$ cat src/common/plc_pkg.sv
// Shared constants for the programmable lookup-table logic cell
package plc_pkg;

  // Geometry
  localparam int unsigned PLC_NUM_SLOTS = 3;
  localparam int unsigned PLC_ROWS      = 8;
  localparam int unsigned PLC_NUM_EXT   = 18;
  localparam int unsigned PLC_NUM_SRC   = 19;
  localparam int unsigned PLC_SRC_W     = 5;
  localparam int unsigned PLC_ACT_W     = 3;
  localparam int unsigned PLC_SLOT_W    = 2;
  localparam int unsigned PLC_ROW_W     = 3;
  localparam int unsigned PLC_ADDR_W    = 4;
  localparam int unsigned PLC_DATA_W    = 8;

  // Register offsets
  localparam logic [3:0] PLC_OFF_TABLE_CHOICE = 4'h0;
  localparam logic [3:0] PLC_OFF_SLOT_CHOICE  = 4'h1;
  localparam logic [3:0] PLC_OFF_INPUT_SOURCE = 4'h2;
  localparam logic [3:0] PLC_OFF_INPUT_ACT    = 4'h3;
  localparam logic [3:0] PLC_OFF_TABLE_ALL    = 4'h4;
  localparam logic [3:0] PLC_OFF_ROW_INDEX    = 4'h5;
  localparam logic [3:0] PLC_OFF_ROW_VALUE    = 4'h6;
  localparam logic [3:0] PLC_OFF_STATUS       = 4'h7;

  // Status field positions
  localparam int unsigned PLC_ST_OUT  = 0;
  localparam int unsigned PLC_ST_QUAL = 1;
  localparam int unsigned PLC_ST_DATA = 4;
  localparam int unsigned PLC_ST_GATE = 5;

  // Table choice codes
  localparam logic PLC_TBL_DATA = 1'b0;
  localparam logic PLC_TBL_GATE = 1'b1;

  // Activation codes
  localparam logic [2:0] PLC_ACT_LOW_LEVEL   = 3'h0;
  localparam logic [2:0] PLC_ACT_HIGH_LEVEL  = 3'h1;
  localparam logic [2:0] PLC_ACT_FALL        = 3'h2;
  localparam logic [2:0] PLC_ACT_RISE        = 3'h3;
  localparam logic [2:0] PLC_ACT_EITHER_EDGE = 3'h4;

  // Limits and reset values
  localparam logic [4:0] PLC_SRC_MAX    = 5'h12;
  localparam logic [1:0] PLC_SLOT_MAX   = 2'h2;
  localparam logic [4:0] PLC_RST_SRC    = 5'h00;
  localparam logic [2:0] PLC_RST_ACT    = 3'h1;
  localparam logic [7:0] PLC_RST_TABLE  = 8'h00;

endpackage

$ cat src/hdl/plc_slot.sv
// One shared table input: source pick and activation qualifier
module plc_slot
  import plc_pkg::*;
(
  // Conditioned source samples, bit 0 is the constant zero source
  input  wire logic [PLC_NUM_SRC-1:0] cur_in,
  input  wire logic [PLC_NUM_SRC-1:0] prev_in,
  // Slot settings
  input  wire logic [PLC_SRC_W-1:0]   src_sel_in,
  input  wire logic [PLC_ACT_W-1:0]   act_in,
  // Qualified input
  output logic                        qual_out
);

  logic now_v;
  logic was_v;

  always_comb begin
    now_v = cur_in[src_sel_in];
    was_v = prev_in[src_sel_in];
    case (act_in)
      PLC_ACT_LOW_LEVEL:   qual_out = !now_v;
      PLC_ACT_HIGH_LEVEL:  qual_out = now_v;
      PLC_ACT_FALL:        qual_out = was_v && !now_v;
      PLC_ACT_RISE:        qual_out = !was_v && now_v;
      PLC_ACT_EITHER_EDGE: qual_out = was_v != now_v;
      default:             qual_out = 1'b0;
    endcase
  end

endmodule

$ cat src/hdl/plc_cell.sv
// Programmable logic cell: two shared-input lookup tables and output flip-flop
//
// Contract
// - Two tables and one flop; data_table feeds D, gate_table feeds enable.
// - Each table has three inputs and an eight-bit truth table.
// - The three input selections are shared by both tables.
// - Each input has a source choice and an activation choice.
// - Activation: low level, high level, falling, rising or either edge.
// - Row index is input2 msb down to input0 lsb; bit n is row n.
// - Writing lut_table_all replaces the whole selected table at once.
// - lut_row_index picks a row; lut_row_value reads or writes that bit.
// - Output holds while gate_table is false, loads data_table while true.
// - Gate table of all ones makes the output follow data_table.
//
// Added by the designer: the register addresses and the strobed register port.
module plc_cell
  import plc_pkg::*;
(
  // Clock and reset
  input  wire logic                   clk_in,
  input  wire logic                   rst_in,
  // Register port
  input  wire logic [PLC_ADDR_W-1:0]  addr_in,
  input  wire logic [PLC_DATA_W-1:0]  wr_data_in,
  input  wire logic                   wr_in,
  input  wire logic                   rd_in,
  output logic      [PLC_DATA_W-1:0]  rd_data_out,
  // Internal signal sources
  input  wire logic [PLC_NUM_EXT-1:0] src_in,
  // Cell output
  output logic                        cell_out
);

  ////////////////////////////////////////////////////////////////////////////////
  // Source conditioning

  logic [PLC_NUM_EXT-1:0] sync1_q, sync2_q, sync3_q, filt_q, prev_q;
  logic [PLC_NUM_EXT-1:0] sync1_d, sync2_d, sync3_d, filt_d, prev_d;

  always_comb begin
    sync1_d = src_in;
    sync2_d = sync1_q;
    sync3_d = sync2_q;
    // A change counts only once the last two stages agree
    filt_d  = (sync2_q & ~(sync2_q ^ sync3_q)) | (filt_q & (sync2_q ^ sync3_q));
    prev_d  = filt_q;
  end

  always_ff @(posedge clk_in) begin
    if (rst_in) begin
      sync1_q <= '0;
      sync2_q <= '0;
      sync3_q <= '0;
      filt_q  <= '0;
      prev_q  <= '0;
    end else begin
      sync1_q <= sync1_d;
      sync2_q <= sync2_d;
      sync3_q <= sync3_d;
      filt_q  <= filt_d;
      prev_q  <= prev_d;
    end
  end

  ////////////////////////////////////////////////////////////////////////////////
  // Configuration registers

  logic                  table_choice_q, table_choice_d;
  logic [PLC_SLOT_W-1:0] slot_choice_q, slot_choice_d;
  logic [PLC_ROW_W-1:0]  row_index_q, row_index_d;
  logic [PLC_ROWS-1:0]   data_tbl_q, data_tbl_d;
  logic [PLC_ROWS-1:0]   gate_tbl_q, gate_tbl_d;
  logic [PLC_SRC_W-1:0]  src_sel_q [PLC_NUM_SLOTS];
  logic [PLC_SRC_W-1:0]  src_sel_d [PLC_NUM_SLOTS];
  logic [PLC_ACT_W-1:0]  act_q [PLC_NUM_SLOTS];
  logic [PLC_ACT_W-1:0]  act_d [PLC_NUM_SLOTS];
  logic [PLC_ROWS-1:0]   sel_tbl;

  function automatic logic hit(input logic [PLC_ADDR_W-1:0] off);
    return addr_in == off;
  endfunction

  assign sel_tbl = (table_choice_q == PLC_TBL_GATE) ? gate_tbl_q : data_tbl_q;

  always_comb begin
    table_choice_d = table_choice_q;
    slot_choice_d  = slot_choice_q;
    row_index_d    = row_index_q;
    data_tbl_d     = data_tbl_q;
    gate_tbl_d     = gate_tbl_q;
    src_sel_d      = src_sel_q;
    act_d          = act_q;
    if (wr_in) begin
      if (hit(PLC_OFF_TABLE_CHOICE)) begin
        table_choice_d = wr_data_in[0];
      end
      if (hit(PLC_OFF_SLOT_CHOICE) && wr_data_in[1:0] <= PLC_SLOT_MAX) begin
        slot_choice_d = wr_data_in[1:0];
      end
      // Input settings ignore the table choice: both tables see them
      if (hit(PLC_OFF_INPUT_SOURCE) && wr_data_in[4:0] <= PLC_SRC_MAX) begin
        src_sel_d[slot_choice_q] = wr_data_in[4:0];
      end
      if (hit(PLC_OFF_INPUT_ACT) && wr_data_in[2:0] <= PLC_ACT_EITHER_EDGE) begin
        act_d[slot_choice_q] = wr_data_in[2:0];
      end
      if (hit(PLC_OFF_ROW_INDEX)) begin
        row_index_d = wr_data_in[2:0];
      end
      if (hit(PLC_OFF_TABLE_ALL)) begin
        if (table_choice_q == PLC_TBL_GATE) begin
          gate_tbl_d = wr_data_in;
        end else begin
          data_tbl_d = wr_data_in;
        end
      end
      if (hit(PLC_OFF_ROW_VALUE)) begin
        if (table_choice_q == PLC_TBL_GATE) begin
          gate_tbl_d[row_index_q] = wr_data_in[0];
        end else begin
          data_tbl_d[row_index_q] = wr_data_in[0];
        end
      end
    end
  end

  always_ff @(posedge clk_in) begin
    if (rst_in) begin
      table_choice_q <= PLC_TBL_DATA;
      slot_choice_q  <= '0;
      row_index_q    <= '0;
      data_tbl_q     <= PLC_RST_TABLE;
      gate_tbl_q     <= PLC_RST_TABLE;
      for (int i = 0; i < PLC_NUM_SLOTS; i++) begin
        src_sel_q[i] <= PLC_RST_SRC;
        act_q[i]     <= PLC_RST_ACT;
      end
    end else begin
      table_choice_q <= table_choice_d;
      slot_choice_q  <= slot_choice_d;
      row_index_q    <= row_index_d;
      data_tbl_q     <= data_tbl_d;
      gate_tbl_q     <= gate_tbl_d;
      src_sel_q      <= src_sel_d;
      act_q          <= act_d;
    end
  end

  ////////////////////////////////////////////////////////////////////////////////
  // Shared inputs and table lookup

  logic [PLC_NUM_SLOTS-1:0] qual;
  logic                     data_res;
  logic                     gate_res;
  logic [PLC_NUM_SRC-1:0]   cur_src;
  logic [PLC_NUM_SRC-1:0]   prev_src;

  // Code 0 is the constant zero source
  assign cur_src  = {filt_q, 1'b0};
  assign prev_src = {prev_q, 1'b0};

  genvar g;
  generate
    for (g = 0; g < PLC_NUM_SLOTS; g++) begin : g_slot
      plc_slot u_slot (
        .cur_in     (cur_src),
        .prev_in    (prev_src),
        .src_sel_in (src_sel_q[g]),
        .act_in     (act_q[g]),
        .qual_out   (qual[g])
      );
    end
  endgenerate

  // Input 2 is the row msb
  assign data_res = data_tbl_q[qual];
  assign gate_res = gate_tbl_q[qual];

  ////////////////////////////////////////////////////////////////////////////////
  // Output flop and read data

  logic                  out_q, out_d;
  logic [PLC_DATA_W-1:0] rd_q, rd_d;

  always_comb begin
    out_d = gate_res ? data_res : out_q;
    rd_d  = '0;
    if (rd_in) begin
      case (addr_in)
        PLC_OFF_TABLE_CHOICE: rd_d[0]   = table_choice_q;
        PLC_OFF_SLOT_CHOICE:  rd_d[1:0] = slot_choice_q;
        PLC_OFF_INPUT_SOURCE: rd_d[4:0] = src_sel_q[slot_choice_q];
        PLC_OFF_INPUT_ACT:    rd_d[2:0] = act_q[slot_choice_q];
        PLC_OFF_TABLE_ALL:    rd_d      = sel_tbl;
        PLC_OFF_ROW_INDEX:    rd_d[2:0] = row_index_q;
        PLC_OFF_ROW_VALUE:    rd_d[0]   = sel_tbl[row_index_q];
        PLC_OFF_STATUS: begin
          rd_d[PLC_ST_OUT]                  = out_q;
          rd_d[PLC_ST_QUAL +: PLC_NUM_SLOTS] = qual;
          rd_d[PLC_ST_DATA]                 = data_res;
          rd_d[PLC_ST_GATE]                 = gate_res;
        end
        default:              rd_d      = '0;
      endcase
    end
  end

  // Hold and load on the same logic clock as edge detection
  always_ff @(posedge clk_in) begin
    if (rst_in) begin
      out_q <= 1'b0;
      rd_q  <= '0;
    end else begin
      out_q <= out_d;
      rd_q  <= rd_d;
    end
  end

  assign cell_out    = out_q;
  assign rd_data_out = rd_q;
endmodule

$ cat config.mk
export PLATFORM = sky130hd
export DESIGN_NAME = plc_cell
export DESIGN_NICKNAME = d
export VERILOG_FILES = /design/src/common/plc_pkg.sv /design/src/hdl/plc_slot.sv /design/src/hdl/plc_cell.sv
export SDC_FILE = /design/constraint.sdc
export NUM_CORES = 1
export LEC_CHECK = 0
export BUFFER_PORTS_ARGS = -buffer_cell sky130_fd_sc_hd__clkbuf_2
export CAP_MARGIN = 20
export CORE_UTILIZATION = 30
export CTS_BUF_LIST = sky130_fd_sc_hd__clkbuf_4 sky130_fd_sc_hd__clkbuf_8 sky130_fd_sc_hd__clkbuf_16
export CTS_CLUSTER_SIZE = 10
export DETAILED_ROUTE_END_ITERATION = 7
export GPL_TIMING_DRIVEN = 0
export PLACE_DENSITY = 0.51
export SYNTH_ARGS = -nofsm -noshare
export SYNTH_HDL_FRONTEND = slang
export SYNTH_SLANG_ARGS = --single-unit
$ cat constraint.sdc
create_clock -name clk_in -period 7.1 [get_ports clk_in]
set_input_delay 1.42 -clock clk_in [delete_from_list [all_inputs] [get_ports clk_in]]
set_output_delay 1.42 -clock clk_in [all_outputs]
set_load 0.005 [all_outputs]
### Yosys cells after proc, flatten, opt, wreduce, memory -nomap -nowiden

Index checks and enable logic that the tools add are counted.

| word-level totals | value |
|---|---|
| register bits after elaboration | 145 |
| bits of input ports | 34 |
| logic and storage cells | 141 |
| output and inout bits | 9 |

| cells by class | value |
|---|---|
| muxes and demuxes | 53 |
| eq/ne operators | 22 |
| reductions and logical operators | 28 |
| order comparisons | 11 |
| bitwise logic cells | 8 |

Operator list:

| cell | number |
|---|---|
| $mux W8 | 11 |
| $and A18 B18 Y18 | 2 |
| $bmux W1 S5 | 6 |
| $pmux W1 S5 | 4 |
| $eq A3 B2 Y1 const B | 6 |
| $lt A5 B6 Y1 const B | 3 |
| $not A18 Y18 | 1 |
| $or A18 B18 Y18 | 1 |
| $xor A18 B18 Y18 | 1 |
| $bwmux W8 | 2 |
| $eq A4 B3 Y1 const B | 4 |
| $bwmux W15 | 1 |
| $mux W5 | 3 |
| $logic_and A1 B1 Y1 | 11 |
| $bmux W5 S2 | 1 |
| $demux W5 S2 | 1 |
| $mux W1 | 10 |
| $reduce_and A2 Y1 | 5 |
| $bmux W1 S3 | 3 |
| $bwmux W9 | 1 |
| $eq A3 B1 Y1 const B | 3 |
| $eq A3 B3 Y1 const B | 3 |
| $logic_not A3 Y1 | 3 |
| $mux W3 | 3 |
| other kinds (23) | 33 |

### Logic depth before layout (Yosys ltp)

Gate-level depths: netlist of the first run.

| logic depth | value |
|---|---|
| depth in word-level cells | 8 |
| gate-level depth with buffers | 18 |
| gate-level depth less buffers | 15 |

### Modules after synthesis

From an unflattened synthesis of the first run, not the netlist that was laid out.

| second synthesis, totals | value |
|---|---|
| cells, all modules | 703 |
| area total of the unflattened synthesis | 6,899.1 um^2 |

By module, submodules not included:

| module | times used | cells each | seq. area each (um^2) | area an instance (um^2) |
|---|---|---|---|---|
| plc_cell | 1 | 574 | 2,902.8 | 5,547.8 |
| plc_slot | 3 | 43 | 0.0 | 450.4 |

### Worst setup path after synthesis of the first run

No wires, ideal clock.

| timing path | value |
|---|---|
| path type | flip-flop to flip-flop |
| start | reg src_sel_q[10] (netlist name) |
| end | reg out_q, in the netlist cell_out |
| clock period less this slack | 4.055 ns |
| setup time | 0.131 ns |
| data required time | 6.969 ns |
| path slack | 3.045 ns |
| buffers on the path | 1 |
| stages on the path, launching flop included | 14 |
| arrival time | 3.925 ns |
| path through | dfxtp_1 > clkbuf_1 > mux4_2 > mux4_2 > o21ai_0 > ha_1 > or3b_2 > a21oi_1 > a31oi_1 > mux2i_2 > mux2i_1 > or3b_1 > o2111ai_1 > o31ai_1 |

| between the ends | value |
|---|---|
| longest elaborated chain between the ends | 7 |
| elaborated cells on any way between the ends | 14 |
| classes of those cells | eq/ne: 1; mux: 9; reduce/logical: 4 |

RTL lines:

| what | line | source |
|---|---|---|
| start, declared | plc_cell.sv:73 | `logic [PLC_SRC_W-1:0] src_sel_q [PLC_NUM_SLOTS];` |
| start signal, assigned | plc_cell.sv:144 | `src_sel_q <= src_sel_d;` |
| $bmux W1 S5, on equally long branches | plc_slot.sv:20, plc_slot.sv:19 |  |
| $mux W1, on equally long branches | plc_slot.sv:20, plc_slot.sv:19 |  |
| $logic_not A1 Y1, on equally long branches | plc_slot.sv:25, plc_slot.sv:22, plc_slot.sv:24 |  |
| $logic_and A1 B1 Y1, on equally long branches | plc_slot.sv:25, plc_slot.sv:24 |  |
| $pmux W1 S5 (*) | plc_slot.sv:21 | `case (act_in)` |
| $bmux W1 S3, on equally long branches | plc_cell.sv:176, plc_cell.sv:177 |  |
| $mux W1, on equally long branches | plc_cell.sv:176, plc_cell.sv:177 |  |
| end signal, assigned | plc_cell.sv:214 | `out_q <= out_d;` |
| end, declared | plc_cell.sv:182 | `logic out_q, out_d;` |

Every way passes the cells marked *; elsewhere a longest branch is shown, timed or not. The select of a mux whose other input is x is not followed.
A chain may end at the register's enable or synchronous reset.

### Final worst setup path of the first run

| timing path | value |
|---|---|
| start | reg src_sel_q[10] (netlist name) |
| end | reg rd_q[5], in the netlist rd_data_out[5] |

| between the ends | value |
|---|---|
| longest elaborated chain between the ends | 8 |
| elaborated cells on any way between the ends | 13 |
| classes of those cells | eq/ne: 1; mux: 8; reduce/logical: 4 |

RTL lines:

| what | line | source |
|---|---|---|
| $bmux W1 S5, on equally long branches | plc_slot.sv:20, plc_slot.sv:19 |  |
| $mux W1, on equally long branches | plc_slot.sv:20, plc_slot.sv:19 |  |
| $logic_not A1 Y1, on equally long branches | plc_slot.sv:25, plc_slot.sv:22, plc_slot.sv:24 |  |
| $logic_and A1 B1 Y1, on equally long branches | plc_slot.sv:25, plc_slot.sv:24 |  |
| $pmux W1 S5 (*) | plc_slot.sv:21 |  |
| $bmux W1 S3 (*) | plc_cell.sv:177 | `assign gate_res = gate_tbl_q[qual];` |
| $mux W1 (not written as such) (*) | plc_cell.sv:177 |  |
| $pmux W1 S2 (*) | plc_cell.sv:189 | `case (addr_in)` |
| end signal, assigned | plc_cell.sv:215 | `rd_q <= rd_d;` |
| end, declared | plc_cell.sv:183 | `logic [PLC_DATA_W-1:0] rd_q, rd_d;` |

Marked as above.

==> results of run 1 <==
cell usage after synthesis, types with 2 or more instances:
cell type	n	area (sq um)
dfxtp_1	145	2900
mux2i_1	86	861
nor2b_1	82	513
nand2_1	71	267
nor2_1	67	251
o21ai_0	43	215
a21oi_1	42	210
clkbuf_1	41	154
mux4_2	20	450
inv_1	14	52.6
nand2b_1	14	87.6
nor3_1	12	60.1
nand3_1	10	50.1
mux2_2	9	101
a31oi_1	8	50.1
and2_1	7	43.8
buf_1	6	22.5
ha_1	6	75.1
nand3b_1	6	45.0
nor3b_1	6	45.0
a22oi_1	5	37.5
nand4_1	5	31.3
o22ai_1	5	31.3
a211o_1	4	35.0
and3_1	4	25.0
o311ai_0	4	35.0
a22o_1	3	26.3
a211oi_1	2	15.0
a21o_1	2	15.0
a221oi_1	2	17.5
and3b_1	2	17.5
buf_2	2	10.0
buf_6	2	22.5
mux4_1	2	52.6
nor4_1	2	12.5
o211ai_1	2	15.0
o31ai_1	2	15.0
or3b_2	2	17.5
per-stage QoR:
| stage | instance area, sq um | instances | hold WS (ps) | total power, mW | worst slack (ps) |
|---|---|---|---|---|---|
| detailed placement | 7680 | 1120 | 420 | 0.934 | 2100 |
| CTS | 8260 | 1152 | 438 | 1.83 | 2090 |
| finish | 8260 | 1152 | 437 | 1.80 | 2090 |
| global placement | 7670 | 1119 | 416 | 0.933 | 2110 |
| floorplan | 7080 | 767 | 414 | 0.900 | 3040 |
| global route | 8260 | 1152 | 451 | 1.88 | 1880 |
final timing paths:
| path | to | slack, ps |
|---|---|---|
| worst max-delay path | rd_data_out[5] | 2090 |
| worst min register to register | sync2_q[15] | 440 |
| worst min-delay path | sync2_q[15] | 440 |
| worst max register to register | rd_data_out[5] | 2090 |
final cells by class:
cell class	count	share of cell area [%]
Timing Repair Buffer	40	2.45
Multi-Input combinational cell	557	47.4
Sequential cell	145	35.1
Tap cell	313	4.74
Clock inverter	14	1.73
Buffer	51	2.53
Clock buffer	18	5.32
Inverter	14	0.636
kinds of logic after synthesis:
group,after synthesis,share of synthesized area (%)
fa+ha+maj,6,1.06
xor+xnor,1,0.124
simple gates,297,21.7
compound gates,135,11.6
mux,118,20.9
flops,145,41.0
buf+inv,65,3.69
report_power, final:
group	total, mW	switching (mW)	internal [mW]
clock	0.888	0.384	0.504
sequential	0.835	0.00663	0.828
combinational	0.0809	0.0518	0.0291
total	1.80	0.442	1.36
layer usage:
layer	routed length (microns)	share of wire, %	track usage (%)	vias to the layer above
li1	-	-	-	2833
met1	9560	50	23.6	2706
met2	8430	44	25.5	142
met3	915	4.8	2.92	15
met4	195	1.0	5.00	0
met5	0	0	0	-
worst reg2reg max path: stages, from the launching register on:
cell and delay (ps):
dfxtp_1 440, clkbuf_1 520, mux4_2 590, mux4_2 470
o21ai_0 350, ha_1 310, or3b_2 430, a21oi_1 190
a31oi_1 70, mux2i_2 540, buf_6 250, mux2i_1 330
a311oi_1 160, o211ai_1 110, o21ai_0 120
==> results by group, run 1 <==
Floorplanning
  – Die W: 156 microns
  – CORE AREA: 22900 sq um
  – Total die area: 24200 sq um
  – Die height: around 160 microns
  – Core Rows: 55
  – Io pins: 43
  – Initial cell density of the core: between 30% and 40%

Setup path
  – CP top delay family: multiplexers
  – WP depth: 14
  – R2R Path Start: src_sel_q[10]
  – Slowest-stage cell, CP: mux4_2
  – Req. time, crit path: 7390 ps
  – CP Capture Type: flop
  – Worst Path Arrival: between 5000 and 6000 ps
  – FF-to-FF path depth: 14
  – Crit Path Category: flop to flop
  – Critical Path Source: src_sel_q[10]
  – CP bufs+invs: 2
  – Cells along the critical path: clkbuf_1 -> mux4_2 -> mux4_2 -> o21ai_0 -> ha_1 -> or3b_2 -> a21oi_1 -> a31oi_1 -> mux2i_2 -> buf_6 -> mux2i_1 -> a311oi_1 -> o211ai_1 -> o21ai_0
  – Maximum fanout along the worst path: 10
  – Startpoint type of the worst setup path: flop
  – Max incr delay on CP: 590 ps

Final layout
  – Multi-input logic area: between 3000 and 4000 sq um
  – Area grow syn2layout: 16.6%
  – Layout cell share with drive strength beyond 1: 13.3%
  – Most common cell after layout, fill and taps aside: dfxtp_1
  – Nets: 866
  – Register area: 2900 sq um
  – Final core utilization: roughly 36%
  – Fill cells: 2353
  – ANT cells: 0
  – Commonest cells after routing, fill and taps aside: 145 x dfxtp_1, 86 x mux2i_1, 82 x nor2b_1

Synth
  – Avg Inst Size Synth: 9.23 sq um
  – Synth async-reset ratio: 0%
  – Synth Flop Type: dfxtp_1
  – Post-synth EDFFs: 0
  – Post-synthesis register bit count: 145
  – Syn_nets: 807
  – Post-synthesis sequential area ratio: roughly two fifths
  – Cells after synthesis: 767
  – Synth Cell Area: around 7000 sq um
  – Syn. warnings: 0
  – Synth unique cells: a little under 60

Clock network
  – Clk sinks: 145
  – Worst-Skew Late Latency: roughly 430 ps
  – Clock Pin Slew Worst Setup and Hold Paths: 70 ps
  – CTS Hold Buffers Added: 0
  – Root Buffer: clkbuf_16
  – Post_cts resized: 0
  – H-tree depth: 4
  – Clk buf depth: 2
  – TritonCTS clock tree: yes
  – Num CTS Buffers: 17
  – Post-CTS Setup Bufs: 0

Route
  – Antenna viol nets, final: 0
  – DR vias: 5696
  – Number of remaining DRC errors: 0
  – Drt wl/cell: 16.6 microns
  – Number of detailed-route iterations in the first pass: 7
  – DR vias/cell: roughly 4.9
  – Aggregate routed wire length: 19100 microns
  – Drt first-iter violations: 380

Job
  – Max-Cap Viols: 0

STA
  – Fmax: 199 MHz
  – Final Skew: 18.1 ps
  – Slew Limit Headroom: 26.5%
  – Share of the clock period used by the worst path: 70.6%
  – RSZ-0062 raised after global routing: false
  – Final hold violations: 0
  – Setup TNS: 0 ps
  – Worst-margin pin slew: 1090 ps
  – Final setup vio count: 0
  – Crit path time final: 5010 ps
  – Max-slew violations: 0

GRT
  – Number of global-route vias before repair: 5424
  – Tot GR Track Use: 16.6%
  – Grt total ovfl: 0
  – Largest net degree at the start of global routing: 17
  – Antenna violations before repair: 0
  – First-pass GRT wire length: between 30000 and 40000 microns

Power and ir drop
  – Leak: 3.01 nW
  – Pwr/cell area: 218 nW/um^2
  – Peak VDD IR: 0.000133 V

Min path
  – Hold-critical path depth: 1
  – Startpoint of the worst hold path: sync1_q[15]
  – Min-Delay Path Class: flop to flop

Placed design
  – I/O Buffers: 39
  – DP HPWL: 14100 microns
  – GP Congestion: around 0.87

Run status
  – Outcome: complete, no violations
Power figures use the tool's default switching activity.
==> run 2: changes to the inputs <==
==> constraint.sdc (replaced) <==
create_clock -name clk_in -period 4.99 [get_ports clk_in]
set_input_delay 0.998 -clock clk_in [delete_from_list [all_inputs] [get_ports clk_in]]
set_output_delay 0.998 -clock clk_in [all_outputs]
set_load 0.005 [all_outputs]
==> results by group, run 2 (same netlist as run 1, synthesis figures left out) <==
Power and ir drop
  – Leak: 3.01 nW
  – Int Pwr: 1.94 mW
  – Psw: 0.630 mW
  – Peak VDD IR: about 0.00019 V
  – Pwr/cell area: about 310 nW/um^2
  – Clk pwr share: 49.3%
  – Sequential power share: 46.3%
  – Total power: 2.57 mW
  – Sw Ratio: between 20 and 25%
  – Comb power frac: 4.5%

Final layout
  – Commonest cells after routing, fill and taps aside: 145 x dfxtp_1, 86 x mux2i_1, 82 x nor2b_1
  – Layout cell share with drive strength beyond 1: a little over an eighth
  – Nets: approximately 870
  – ANT cells: 0
  – Area grow syn2layout: 16.6%
  – Final Cell Area: 8260 sq um
  – Final core utilization: 36.0%
  – Most common cell after layout, fill and taps aside: dfxtp_1

Placed design
  – GP Congestion: ~0.87
  – I/O Buffers: 39
  – DP Worst Slack: -10.1 ps
  – Instance area at placement: 7680 sq um
  – DP HPWL: 14100 microns

Setup path
  – Max incr delay on CP: 550 ps
  – CP top delay family: multiplexers
  – Req. time, crit path: 5280 ps
  – Maximum fanout along the worst path: 10
  – Crit Path Category: flop to flop
  – CP bufs+invs: 2
  – Cells along the critical path: clkbuf_2 -> mux4_2 -> mux4_2 -> o21ai_0 -> ha_1 -> or3b_2 -> a21oi_1 -> a31oi_1 -> mux2i_2 -> buf_6 -> mux2i_1 -> a311oi_1 -> o211ai_1 -> o21ai_0
  – Slowest-stage cell, CP: mux4_2
  – R2R Path Start: src_sel_q[10]
  – Worst Path Arrival: 5090 ps
  – CP Capture Type: flop
  – Worst R2R End: rd_data_out[5]
  – FF-to-FF path depth: 14
  – Startpoint type of the worst setup path: flop
  – Reg2Reg Setup Slack: 190 ps

GRT
  – First-pass GRT wire length: 30500 microns
  – Tot GR Track Use: 16.6%
  – Antenna violations before repair: 0
  – Number of global-route vias before repair: about 5400
  – Largest net degree at the start of global routing: 17
  – Grt total ovfl: 0

STA
  – Share of the clock period used by the worst path: 96.1%
  – Final hold violations: 0
  – Setup TNS: 0 ps
  – Final Skew: 17.7 ps
  – Final setup margin: 193 ps
  – Worst-margin pin slew: 1090 ps
  – Max-slew violations: 0
  – Final setup vio count: 0
  – RSZ-0062 raised after global routing: false
  – Fmax: 208 MHz
  – Slew Limit Headroom: 26.7%
  – Crit path time final: 4800 ps

Min path
  – Startpoint of the worst hold path: sync1_q[15]
  – Min-Delay Path Class: flop to flop
  – Worst Hold Path EP: sync2_q[15]
  – Hold-critical path depth: 1

Floorplanning
  – CORE AREA: 22900 sq um
  – Io pins: 43
  – Total die area: 24200 sq um
  – Die height: 156 microns
  – Die W: 156 microns
  – Core Rows: 55
  – Initial cell density of the core: 30.9%

Clock network
  – TritonCTS clock tree: yes
  – Post_cts resized: 1
  – Worst-Skew Late Latency: between 400 and 500 ps
  – Clock Pin Slew Worst Setup and Hold Paths: 70 ps
  – Clk sinks: approximately 150
  – H-tree depth: 4
  – Clk buf depth: 2
  – CTS Hold Buffers Added: 0
  – Root Buffer: clkbuf_16
  – Post-CTS Setup Bufs: 0
  – Num CTS Buffers: 17

Run status
  – Outcome: complete, no violations

Route
  – DR vias: roughly 5700
  – Drt wl/cell: 16.6 microns
  – Drt first-iter violations: 369
  – DR vias/cell: 4.92
  – Number of remaining DRC errors: 0
  – Number of detailed-route iterations in the first pass: 5
  – Antenna viol nets, final: 0
  – Aggregate routed wire length: 19100 microns

Job
  – Max-Cap Viols: 0
[run 2: per-stage QoR]
| step | hold WS (ps) | std cells |
|---|---|---|
| floorplan | 414 | 767 |
| global placement | 416 | 1119 |
| detailed placement | 420 | 1120 |
| CTS | 438 | 1152 |
| global route | 451 | 1152 |
| finish | 437 | 1152 |
[run 2: worst max-delay path by stage]
stage	start	end	slack [ps]	depth (start not counted)
after floorplan	src_sel_q[10]	cell_out	930	13
after global placement	src_sel_q[10]	rd_data_out[5]	-1	14
after detailed placement	src_sel_q[10]	cell_out	-10	14
after CTS	src_sel_q[10]	cell_out	210	14
after global routing	src_sel_q[10]	cell_out	10	14
final	src_sel_q[10]	rd_data_out[5]	190	14
[run 2: cell type report]
type	count	area [sq um]
buffer	51	210
clock buffer	18	439
clock inverter	14	143
fill	2352	14700
inverter	14	52.6
multi-input combinational	557	3920
sequential	145	2900
tap	313	392
timing repair buffer	40	203
[run 2: power groups by stage]
stage | Combinational, mW | Clock, mW | Sequential [mW]
final | 0.115 | 1.26 | 1.19
after CTS | 0.116 | 1.30 | 1.19
after global placement | 0.115 | 0 | 1.21
after detailed placement | 0.115 | 0 | 1.21
after floorplan | 0.0702 | 0 | 1.21
after global routing | 0.126 | 1.36 | 1.19
[run 2: routing by layer]
layer / track usage (%) / vias up / share of wire (%)
met5: 0 / - / 0
met1: 23.6 / 2684 / 50
met3: 2.92 / 19 / 4.5
li1: - / 2828 / -
met4: 5.00 / 0 / 1.0
met2: 25.5 / 141 / 44
==> run 3: changes to the inputs <==
--- a/config.mk
+++ b/config.mk
@@ -7,6 +7,7 @@
 export LEC_CHECK = 0
 export BUFFER_PORTS_ARGS = -buffer_cell sky130_fd_sc_hd__clkbuf_2
 export CAP_MARGIN = 20
+export CORE_MARGIN = 4
 export CORE_UTILIZATION = 30
 export CTS_BUF_LIST = sky130_fd_sc_hd__clkbuf_4 sky130_fd_sc_hd__clkbuf_8 sky130_fd_sc_hd__clkbuf_16
 export CTS_CLUSTER_SIZE = 10
==> results by group, run 3 (same netlist as run 1, synthesis figures left out) <==
Route
  – Drt wl/cell: 16.6 microns
  – Number of detailed-route iterations in the first pass: 5
  – DR vias/cell: around 4.9
  – Antenna viol nets, final: 0
  – Aggregate routed wire length: 19200 microns
  – Drt first-iter violations: 365
  – Number of remaining DRC errors: 0
  – DR vias: about 5700

Setup path
  – Most frequent CP cell: mux4_2
  – Slowest-stage cell, CP: mux4_2
  – Max incr delay on CP: between 500 and 600 ps
  – Maximum fanout along the worst path: 10
  – Startpoint type of the worst setup path: flop
  – Cells along the critical path: clkbuf_2 -> mux4_2 -> mux4_2 -> o21ai_0 -> ha_1 -> or3b_2 -> a21oi_1 -> a31oi_1 -> mux2i_2 -> buf_6 -> mux2i_1 -> nand2_1 -> o2111ai_1 -> o31ai_1
  – Worst Path Arrival: 4980 ps
  – R2R Path Start: src_sel_q[10]
  – Req. time, crit path: 5260 ps
  – CP Capture Type: flop
  – FF-to-FF path depth: 14
  – Crit Path Category: flop to flop
  – Critical Path Source: src_sel_q[10]

STA
  – Share of the clock period used by the worst path: 94.3%
  – Final setup vio count: 0
  – Max-slew violations: 0
  – Fmax: 213 MHz
  – Slew Limit Headroom: 49.6%
  – Final hold violations: 0
  – RSZ-0062 raised after global routing: false
  – Worst hold margin: about 430 ps
  – Crit path time final: 4710 ps
  – Final Skew: 17.3 ps
  – Worst-margin pin slew: 755 ps

Clock network
  – Post_cts resized: 0
  – TritonCTS clock tree: yes
  – Post-CTS Setup Bufs: 0
  – Worst-Skew Late Latency: 430 ps
  – H-tree depth: 4
  – Clk sinks: 145
  – Root Buffer: clkbuf_16
  – Clk buf depth: 2
  – Clock Pin Slew Worst Setup and Hold Paths: around 70 ps
  – Num CTS Buffers: 17
  – CTS Hold Buffers Added: 0

Final layout
  – Commonest cells after routing, fill and taps aside: 145 x dfxtp_1, 86 x mux2i_1, 82 x nor2b_1
  – Layout cell share with drive strength beyond 1: 13.6%
  – Nets: 867
  – Most common cell after layout, fill and taps aside: dfxtp_1
  – ANT cells: 0
  – Area grow syn2layout: 17.1%

Job
  – Max-Cap Viols: 0

Power and ir drop
  – Leak: 3.03 nW
  – Peak VDD IR: approximately 0.00022 V
  – Total power: between 2 and 3 mW
  – Pwr/cell area: 311 nW/um^2

Floorplanning
  – CORE AREA: 22900 sq um
  – Total die area: 26100 sq um
  – Core Rows: 55
  – Die W: 162 microns
  – Die height: 162 microns
  – Io pins: 43
  – Initial cell density of the core: between 30% and 40%

Placed design
  – I/O Buffers: 39
  – GP Congestion: 0.867
  – DP HPWL: ~14000 microns

GRT
  – First-pass GRT wire length: 30500 microns
  – GRT Max-Usage Layer: met2
  – GR Layer Usage met3: under 10%
  – Grt total ovfl: 0
  – Largest net degree at the start of global routing: 19
  – M2 GR Usage: 22.6%
  – Number of global-route vias before repair: 5356
  – Antenna violations before repair: 0
  – Tot GR Track Use: 14.8%
  – GR Layer Usage met1: 21.9%

Min path
  – Min-Delay Path Class: flop to flop
  – Hold-critical path depth: 1
  – Startpoint of the worst hold path: sync1_q[6]

Run status
  – Outcome: complete, no violations
## run 3: cell types whose count changed in the layout (fill, tap and decap cells not counted), sizes merged
cell	previous run	this run
buf	11	12
inv	23	20
clkinv	2	8
clkbuf	98	97
clkinvlp	2	1
bufinv	1	0
## run 3: final cells by class
class / instances / area (sq um)
fill: 2345 / 14600
multi-input combinational: 557 / 3920
sequential: 145 / 2900
clock buffer: 17 / 425
tap: 313 / 392
buffer: 51 / 210
timing repair buffer: 41 / 208
clock inverter: 15 / 188
inverter: 14 / 52.6
## run 3: final timing paths
check	end	slack (ps)
hold reg to reg	sync2_q[6]	430
setup reg to reg	cell_out	280
setup / recovery	cell_out	280
hold / removal	sync2_q[6]	430
## run 3: power breakdown
| group | switching [mW] | internal [mW] |
|---|---|---|
| logic | 0.0736 | 0.0416 |
| registers | 0.00928 | 1.18 |
| clock network | 0.600 | 0.681 |
## run 3: per-layer routing
metal | wire (microns) | share of wire (%)
met3 | 751 | 3.9
met2 | 8420 | 44
met5 | 0 | 0
met4 | 170 | 0.89
met1 | 9810 | 51
## run 3: stage by stage
step	setup TNS [ps]	area [sq um]	setup slack, ps	utilization [%]	instances
floorplan	0	7080	935	-	767
global placement	-24.2	7670	-19.2	33.5	1119
finish	0	8300	284	36.2	1153
detailed placement	0	7680	37.8	33.5	1120
CTS	0	8290	20.4	36.2	1152
global route	0	8300	30.7	36.2	1153
## run 3: critical path: cells and delay by family, from the launching register on
family,cells,cell delay (ps)
multiplexers,4,1830
flip-flops,1,450
AND/OR/NAND/NOR,2,530
buffers and inverters,2,560
adder cells (fa/ha/maj),1,300
AO/OA/AOI/OAI,5,890
